## config.mk

```make
export PLATFORM = sky130hd
export DESIGN_NAME = imp_exec
export DESIGN_NICKNAME = d
export VERILOG_FILES = /design/src/hdl/imp_pkg.sv /design/src/hdl/imp_exec.sv
export VERILOG_INCLUDE_DIRS = /design/src /design/src/hdl
export SDC_FILE = /design/constraint.sdc
export NUM_CORES = 1
export LEC_CHECK = 0
export ABC_CLOCK_PERIOD_IN_PS = 3900
export BUFFER_PORTS_ARGS = -buffer_cell sky130_fd_sc_hd__buf_2
export CORE_AREA = 2 2 114 116
export CTS_CLUSTER_DIAMETER = 120
export DETAILED_ROUTE_END_ITERATION = 6
export DIE_AREA = 0 0 116 118
export PLACE_DENSITY = 0.41
export SYNTH_ARGS = -nofsm -noshare
export SYNTH_HDL_FRONTEND = slang
export SYNTH_SLANG_ARGS = --single-unit
export TNS_END_PERCENT = 30
```

## constraint.sdc

```tcl
create_clock -name i_clk -period 3.9 [get_ports i_clk]
set_clock_uncertainty 0.15 [all_clocks]
set_input_delay 0.195 -clock i_clk [delete_from_list [all_inputs] [get_ports i_clk]]
set_output_delay 0.195 -clock i_clk [all_outputs]
set_load 0.005 [all_outputs]
```

## src/hdl/imp_cfg.svh

```systemverilog
// constants for the indexed move and literal push executor
//
// Behaviour
// RL1: move source and destination are frame pointer plus separate 7-bit offsets.
// RL2: both move addresses wrap within the full 12-bit, 4096-byte data space.
// RL3: software never names pc_low_byte or return_top bytes as move destination.
// RL4: move source hitting an indirect register yields data 00h, no access.
// RL5: move destination hitting an indirect register writes nothing, acts as no-op.
// RL6: push writes its 8-bit literal at the current frame pointer address.
// RL7: after the push write the frame pointer decrements by one.
// RL8: move is two words and two cycles, push one word; no status flags. Here a move takes four cycles (IDLE, RD, CAP, DST).
`ifndef IMP_CFG_SVH
`define IMP_CFG_SVH

`define IMP_ADDR_W        12
`define IMP_DATA_W        8
`define IMP_WORD_W        16
`define IMP_OFS_W         7

`define IMP_MOVE_MASK     16'hFF80
`define IMP_MOVE_CODE     16'hEB80
`define IMP_MOVE2_MASK    16'hF000
`define IMP_MOVE2_CODE    16'hF000
`define IMP_PUSH_MASK     16'hFF00
`define IMP_PUSH_CODE     16'hFA00

`define IMP_OFS_LSB       0
`define IMP_LIT_LSB       0

`define IMP_IND_LO        12'hFE0
`define IMP_IND_HI        12'hFEF

`define IMP_FP_RESET      12'h000
`define IMP_ZERO_DATA     8'h00
`define IMP_FP_STEP       12'h001

`endif

```

## src/hdl/imp_pkg.sv

```systemverilog
// types for the indexed move and literal push executor
`include "imp_cfg.svh"

package imp_pkg;

	typedef enum logic [3:0] {
		IMP_IDLE  = 4'b0001,
		IMP_RD    = 4'b0010,
		IMP_CAP   = 4'b0100,
		IMP_DST   = 4'b1000
	} imp_state_t;

	typedef struct packed {
		logic [`IMP_ADDR_W-1:0] addr;
		logic                   rd;
		logic                   wr;
		logic [`IMP_DATA_W-1:0] wdata;
	} imp_mem_req_t;

	typedef struct packed {
		imp_state_t             state;
		logic [`IMP_ADDR_W-1:0] fp;
		imp_mem_req_t           mem;
		logic                   src_ind;
		logic [`IMP_DATA_W-1:0] data;
		logic                   ready;
		logic                   done;
		logic                   nop;
	} imp_regs_t;

endpackage : imp_pkg

```

## src/hdl/imp_exec.sv

```systemverilog
// executor for the indexed move and the literal push instructions
`timescale 1ns/100ps
`default_nettype none
`include "imp_cfg.svh"

module imp_exec (
	input  wire logic                   i_clk,
	input  wire logic                   i_reset,
	input  wire logic                   i_instr_valid,
	input  wire logic [`IMP_WORD_W-1:0] i_instr,
	output logic                        o_instr_ready,
	input  wire logic                   i_fp_load,
	input  wire logic [`IMP_ADDR_W-1:0] i_fp_value,
	output logic [`IMP_ADDR_W-1:0]      o_fp,
	output logic [`IMP_ADDR_W-1:0]      o_mem_addr,
	output logic                        o_mem_rd,
	output logic                        o_mem_wr,
	output logic [`IMP_DATA_W-1:0]      o_mem_wdata,
	input  wire logic [`IMP_DATA_W-1:0] i_mem_rdata,
	output logic                        o_busy,
	output logic                        o_done,
	output logic                        o_nop
);

	imp_pkg::imp_regs_t r_q;
	imp_pkg::imp_regs_t r_d;

	logic                   take;
	logic                   is_move;
	logic                   is_move2;
	logic                   is_push;
	logic [`IMP_OFS_W-1:0]  ofs;
	logic [`IMP_DATA_W-1:0] lit;
	logic [`IMP_ADDR_W-1:0] ix_addr;
	logic                   ix_ind;

	// handshake and decode of the offered word
	assign take     = i_instr_valid & r_q.ready;
	assign is_move  = (i_instr & `IMP_MOVE_MASK) == `IMP_MOVE_CODE;
	assign is_move2 = (i_instr & `IMP_MOVE2_MASK) == `IMP_MOVE2_CODE;
	assign is_push  = (i_instr & `IMP_PUSH_MASK) == `IMP_PUSH_CODE;
	assign ofs      = i_instr[`IMP_OFS_LSB +: `IMP_OFS_W];
	assign lit      = i_instr[`IMP_LIT_LSB +: `IMP_DATA_W];

	// indexed address, wraps in the 12-bit space
	assign ix_addr = r_q.fp + {{(`IMP_ADDR_W-`IMP_OFS_W){1'b0}}, ofs}; // [RL1] [RL2]

	// indirect register window
	assign ix_ind = (ix_addr >= `IMP_IND_LO) && (ix_addr <= `IMP_IND_HI);

	always_comb begin
		r_d          = r_q;
		r_d.mem.rd   = 1'b0;
		r_d.mem.wr   = 1'b0;
		r_d.done     = 1'b0;
		r_d.nop      = 1'b0;
		case (r_q.state)
			imp_pkg::IMP_IDLE: begin
				if (take && is_move) begin
					// first move word: source address
					r_d.mem.addr = ix_addr; // [RL1]
					r_d.mem.rd   = ~ix_ind; // [RL4]
					r_d.src_ind  = ix_ind;
					r_d.state    = imp_pkg::IMP_RD; // [RL8]
					r_d.ready    = 1'b0;
				end else if (take && is_push) begin
					// single word push at the frame pointer
					r_d.mem.addr  = r_q.fp; // [RL6]
					r_d.mem.wr    = 1'b1; // [RL6]
					r_d.mem.wdata = lit; // [RL6]
					r_d.fp        = r_q.fp - `IMP_FP_STEP; // [RL7]
					r_d.done      = 1'b1; // [RL8]
				end
			end
			imp_pkg::IMP_RD: begin
				// memory answers one cycle after the read strobe
				r_d.state = imp_pkg::IMP_CAP;
			end
			imp_pkg::IMP_CAP: begin
				if (r_q.src_ind) begin
					r_d.data = `IMP_ZERO_DATA; // [RL4]
				end else begin
					r_d.data = i_mem_rdata;
				end
				r_d.state = imp_pkg::IMP_DST;
				r_d.ready = 1'b1;
			end
			imp_pkg::IMP_DST: begin
				if (take && is_move2) begin
					// second move word: destination address
					r_d.mem.addr  = ix_addr; // [RL1] [RL2]
					r_d.mem.wdata = r_q.data;
					r_d.mem.wr    = ~ix_ind; // [RL5]
					r_d.nop       = ix_ind; // [RL5]
					r_d.done      = 1'b1; // [RL8]
					r_d.state     = imp_pkg::IMP_IDLE;
					r_d.ready     = 1'b1;
				end
			end
			default: begin
				r_d.state = imp_pkg::IMP_IDLE;
				r_d.ready = 1'b1;
			end
		endcase
		// a core load of the pointer overrides the push decrement
		if (i_fp_load) begin
			r_d.fp = i_fp_value;
		end
	end

	always_ff @(posedge i_clk or posedge i_reset) begin
		if (i_reset) begin
			r_q.state     <= imp_pkg::IMP_IDLE;
			r_q.fp        <= `IMP_FP_RESET;
			r_q.mem.addr  <= '0;
			r_q.mem.rd    <= 1'b0;
			r_q.mem.wr    <= 1'b0;
			r_q.mem.wdata <= '0;
			r_q.src_ind   <= 1'b0;
			r_q.data      <= '0;
			r_q.ready     <= 1'b1;
			r_q.done      <= 1'b0;
			r_q.nop       <= 1'b0;
		end else begin
			r_q <= r_d;
		end
	end

	// outputs straight from the state register
	assign o_instr_ready = r_q.ready;
	assign o_fp          = r_q.fp;
	assign o_mem_addr    = r_q.mem.addr;
	assign o_mem_rd      = r_q.mem.rd;
	assign o_mem_wr      = r_q.mem.wr;
	assign o_mem_wdata   = r_q.mem.wdata;
	assign o_busy        = ~r_q.state[0];
	assign o_done        = r_q.done;
	assign o_nop         = r_q.nop;

endmodule // imp_exec

`default_nettype wire

```

---- Yosys cells after proc, flatten, opt, wreduce, memory -nomap -nowiden ----
Cells that the tools add are included.
W data, S select, Z words.
word-level totals
  register bits after elaboration ......... 50
cells by class
  $add $sub $neg .......................... 2
  $lt $le $gt $ge ......................... 2
  equal/unequal tests ..................... 13
  mux-type cells .......................... 24
  bitwise operators ....................... 4
  reduce and logical (&&, ||, !) cells .... 13
operators by type and width
  operator                 number
  $mux W12                 5
  $mux W9                  3
  $mux W24                 1
  $pmux W12 S2             1
  $pmux W9 S2              1
  $pmux W4 S4              1
  $add A12 B7 Y12          1
  $ge A12 B12 Y1 const B   1
  $le A12 B12 Y1 const B   1
  $sub A12 B1 Y12 const B  1
  $ne A2 B2 Y1 const B     5
  $eq A9 B9 Y1 const B     1
  $reduce_and A3 Y1        3
  $eq A4 B4 Y1 const B     2
  $eq A8 B8 Y1 const B     1
  $mux W4                  2
  $mux W8                  1
  $mux W1                  6
  $reduce_bool A2 Y1       3
  $eq A4 B1 Y1 const B     1
  $eq A4 B2 Y1 const B     1
  $eq A4 B3 Y1 const B     1
  $logic_and A1 B1 Y1      4
  $reduce_and A2 Y1        2
  other kinds (7)          9

---- Longest topological paths before layout ----
  depth in word-level cells ............... 6
  mapped depth ............................ 9

---- Least setup slack after synthesis ----
Ideal clock, no wire load.
  path type ............................... reg2reg
  start ................................... register r_q (netlist bit o_fp[0])
  end ..................................... register r_q[11] (netlist bit)
  library setup time ...................... 125 ps
  arrival time ............................ 2236 ps
  data required time ...................... 3625 ps
  slack ................................... 1389 ps
  stages on the path, launching flop included .. 10
  path through ............................ dfrtp_1 > ha_1 > inv_1 > fa_1 > nand2b_1 > a211oi_1 > o21ai_0 > o2111ai_1 > nor3_1 > mux2_2
on the way
  cells in the longest elaborated chain, start to end .. 3
RTL lines
  element                                                     RTL line         RTL
  from (decl)                                                 imp_exec.sv:25   imp_pkg::imp_regs_t r_q;
  from (signal assigned)                                      imp_exec.sv:125  r_q <= r_d;
  $add A12 B7 Y12 (*)                                         imp_exec.sv:46   assign ix_addr = r_q.fp + {{(`IMP_ADDR_W-`IMP_OFS_W){1'b0}}, ofs};
  $ge A12 B12 Y1 (no line) or $le A12 B12 Y1 (tied branches)  n/a
  $logic_and A1 B1 Y1 (*)                                     imp_exec.sv:49   assign ix_ind = (ix_addr >= `IMP_IND_LO) && (ix_addr <= `IMP_IND_HI);
Mark *: on every way between the ends. The rest lies on a longest branch, timed or not.
A chain may end at the register's enable or synchronous reset.

---- Worst setup path in the final report ----
Ends and elaborated chain as after synthesis.

==> run_results.csv <==
group,metric,value,unit
outcome,status,"finished clean",
worst_setup_path,crit_fanout,6,
global_route,grt.total_usage,12.13,%
cts,ctsLongestPathBuffers,2,
detailed_routing,wl_per_cell,13.53,um
worst_setup_path,slowest_delay,0.45,ns
synthesis,synthXorXnorAreaFrac,6.563,%
job,maxCapViolCount,0,
worst_setup_path,crit_path_end_kind,"flip-flop",
synthesis,yosys.area_share.simple,20.91,%
detailed_routing,remaining_drc_errors,0,
worst_setup_path,required,3.99,ns
worst_setup_path,crit_type,"reg -> reg",
finish,fillers,1401,
die,fp.dieArea,13690,um^2
finish,num_antenna_cells,0,
synthesis,synth_enable_flop_cells,0,
synthesis,syn_nets,390,
power,power.density,383.4,nW/um^2
synthesis,synth-compound-area-share,12.88,%
cts,numCtsBuffers,5,
worst_setup_path,slowest_stage,"dfrtp_1",
detailed_routing,vias,2403,
synthesis,ys_warn_count,0,
worst_setup_path,critPathBufInv,1,
cts,clock_latency,0.29,ns
synthesis,async_reset_ff_share,100.0,%
timing,relSlewSlack,53.41,%
global_route,grt_pass1_vias,2457,
finish,drive_above_1_share,25.19,%
detailed_routing,dr.pass1.iters,4,
timing,final_hold_viol_count,0,
timing,fmax,0.3547,GHz
synthesis,ys.flop_type,"dfrtp_1",
timing,setup_viol,0,
place,hpwlAfterDp,5.941,mm
synthesis,ys_ff_latch,50,
worst_setup_path,crit_family,"compound AO/OA/AOI/OAI gates",
finish,nNetsFinal,445,
timing,period_share,72.30,%
global_route,grt_overflow,0,
synthesis,synth_area,3069,um^2
place,io_buffers,77,
detailed_routing,vias_per_cell,4.223,
timing,slew_violations,0,
die,io_pins,78,
power,leakagePower,1.790,nW
synthesis,synth_cells,341,
worst_setup_path,critPathLaunchType,"flip-flop",
timing,worst_pin_slew,0.6963,ns
cts,clk_pin_slew,0.07,ns
global_route,antenna_found_initial,0,
global_route,grt_max_degree,51,
cts,cts_sinks,50,
worst_setup_path,crit_arrival,2.91,ns
die,dieWidth,116,um
synthesis,synth_top_family_by_area,"simple AND/OR/NAND/NOR gates",
place,place_inst,547,
die,die_h,118,um
die,num_rows,41,
cts,cts_tree,"done",
cts,htreeDepth,2,
worst_setup_path,r2r_start,"o_fp[0]$_DFFE_PP0P_",
power,finalPower,1.416,mW
synthesis,avgSynthCellArea,9.001,um^2
worst_setup_path,crit_path_cell_trace,"ha_1 -> inv_1 -> fa_1 -> nand2b_1 -> a211oi_1 -> o21a_1 -> o2111ai_1 -> nor3_1 -> mux2_2",
hold_path,hp-class,"in -> reg",
global_route,grt_pass1_wl,12.95,mm
hold_path,min_from,"i_mem_rdata[0]",
detailed_routing,wl,7.697,mm
finish,final_cells,569,
place,gp_congestion,0.8641,
place,place_ws,1.034,ns
power,ir_drop,0.1841,mV
synthesis,synth_cell_types,47,
cts,cts_root_buf,"clkbuf_16",
timing,fin_crit,2.820,ns
timing,grt_setup_unrepaired,"no",
worst_setup_path,crit_start,"o_fp[0]$_DFFE_PP0P_",
timing,hold_slack,0.005108,ns
timing,setup_tns,0,ns
die,core-area,12410,um^2
detailed_routing,dr.first_iter.drc_count,115,
finish,synthToLayoutAreaGrowth,20.34,%
synthesis,ys_seq_area_share,40.85,%
detailed_routing,antenna_left,0,
synthesis,muxShareOfSynthArea,3.465,%
die,start_util,24.72,%
synthesis,synth_fa_ha_area_share,3.914,%
timing,fin_ws,1.080,ns
-- power breakdown --
| group | leakage [nW] | switching (mW) | internal, mW |
|---|---|---|---|
| clock | 0.0735 | 0.202 | 0.258 |
| combinational | 1.10 | 0.161 | 0.157 |
| sequential | 0.617 | 0.0546 | 0.584 |
| total | 1.79 | 0.417 | 0.999 |
-- Yosys cell counts, types with 8 or more instances --
| cell | count | area share, % |
|---|---|---|
| nand2b_1 | 10 | 2.0 |
| dfrtp_1 | 48 | 39 |
| clkbuf_1 | 13 | 1.6 |
| buf_4 | 33 | 8.1 |
| inv_1 | 13 | 1.6 |
| xnor2_1 | 13 | 3.7 |
| a22oi_1 | 8 | 2.0 |
| nor2_1 | 15 | 1.8 |
| ha_1 | 8 | 3.3 |
| a21oi_1 | 10 | 1.6 |
| o21ai_0 | 31 | 5.1 |
| nand2_1 | 58 | 7.1 |
| xor2_1 | 10 | 2.9 |
-- placed cells by master, fill, tap and decap left out, drive strengths merged, types with 8 or more instances in the layout --
cell and instances:
a21oi 10, a22oi 8, buf 81, dfrtp 48
dlygate4sd3 14, ha 8, inv 14, nand2 58
nand2b 10, nor2 15, o21ai 34, xnor2 13
xor2 10
-- what timing repair did --
| item | 4_1_cts | 5_1_grt |
|---|---|---|
| gates resized for setup | 0 | 0 |
| setup buffers | 0 | 0 |
| hold buffers | 14 | 0 |
| hold endpoints to repair | 61 | 0 |
| endpoints found under the setup margin | 0 | 0 |
-- routing by layer --
layer	track usage (%)	vias to the layer above	wire length [um]
met5	0	-	0
met4	4.613	0	172
met3	2.729	9	266
met2	19.59	36	3670
met1	15.65	1117	3588
li1	-	1241	-
-- per-stage QoR --
step	util [%]	area [um^2]
6_report	29.75	3694
5_1_grt	29.75	3694
4_1_cts	29.75	3694
3_5_place_dp	27.37	3398
3_3_place_gp	27.37	3398
2_1_floorplan	-	3069
-- final cells by class --
type / instances / area (um^2) / area share (%)
multi-input combinational: 231 / 1465 / 39.67
sequential: 50 / 1254 / 33.94
timing repair buffer: 95 / 555.5 / 15.04
tap: 172 / 215.2 / 5.827
clock buffer: 6 / 138.9 / 3.760
inverter: 13 / 48.80 / 1.321
clock inverter: 2 / 16.27 / 0.4404
-- path summary, 6_finish.rpt --
check / to / slack (ns) / cells after the start
worst min-delay path: r_q[3]$_DFFE_PP0P_ / 0.005 / 3
worst max-delay path: r_q[11]$_DFFE_PP0P_ / 1.08 / 9
min in group asynchronous: o_done$_DFF_PP0_ / 0.47 / 4
worst min register to register: o_mem_addr[5]$_DFFE_PP0P_ / 0.32 / 2
max in group asynchronous: o_mem_addr[11]$_DFFE_PP0P_ / 2.67 / 4
worst max register to register: r_q[11]$_DFFE_PP0P_ / 1.08 / 9
-- cells by family after synthesis --
logic type	Yosys count
xor+xnor	23
mux	10
simple gates	122
compound gates	67
fa+ha+maj	9
buf+inv	60
flops	50
-- registers in the layout (all words and copies together), names as in the netlist --
name           count
o_mem_rd           1
o_nop              1
r_q               13
o_instr_ready      1
o_mem_addr        12
o_mem_wdata        8
o_mem_wr           1
o_fp              12
o_done             1
-- tightest hold or removal path, stage by stage --
cell and delay [ns]:
buf_2 0.10, nand2b_1 0.05, o21ai_0 0.06
Power figures use the tool's default switching activity.
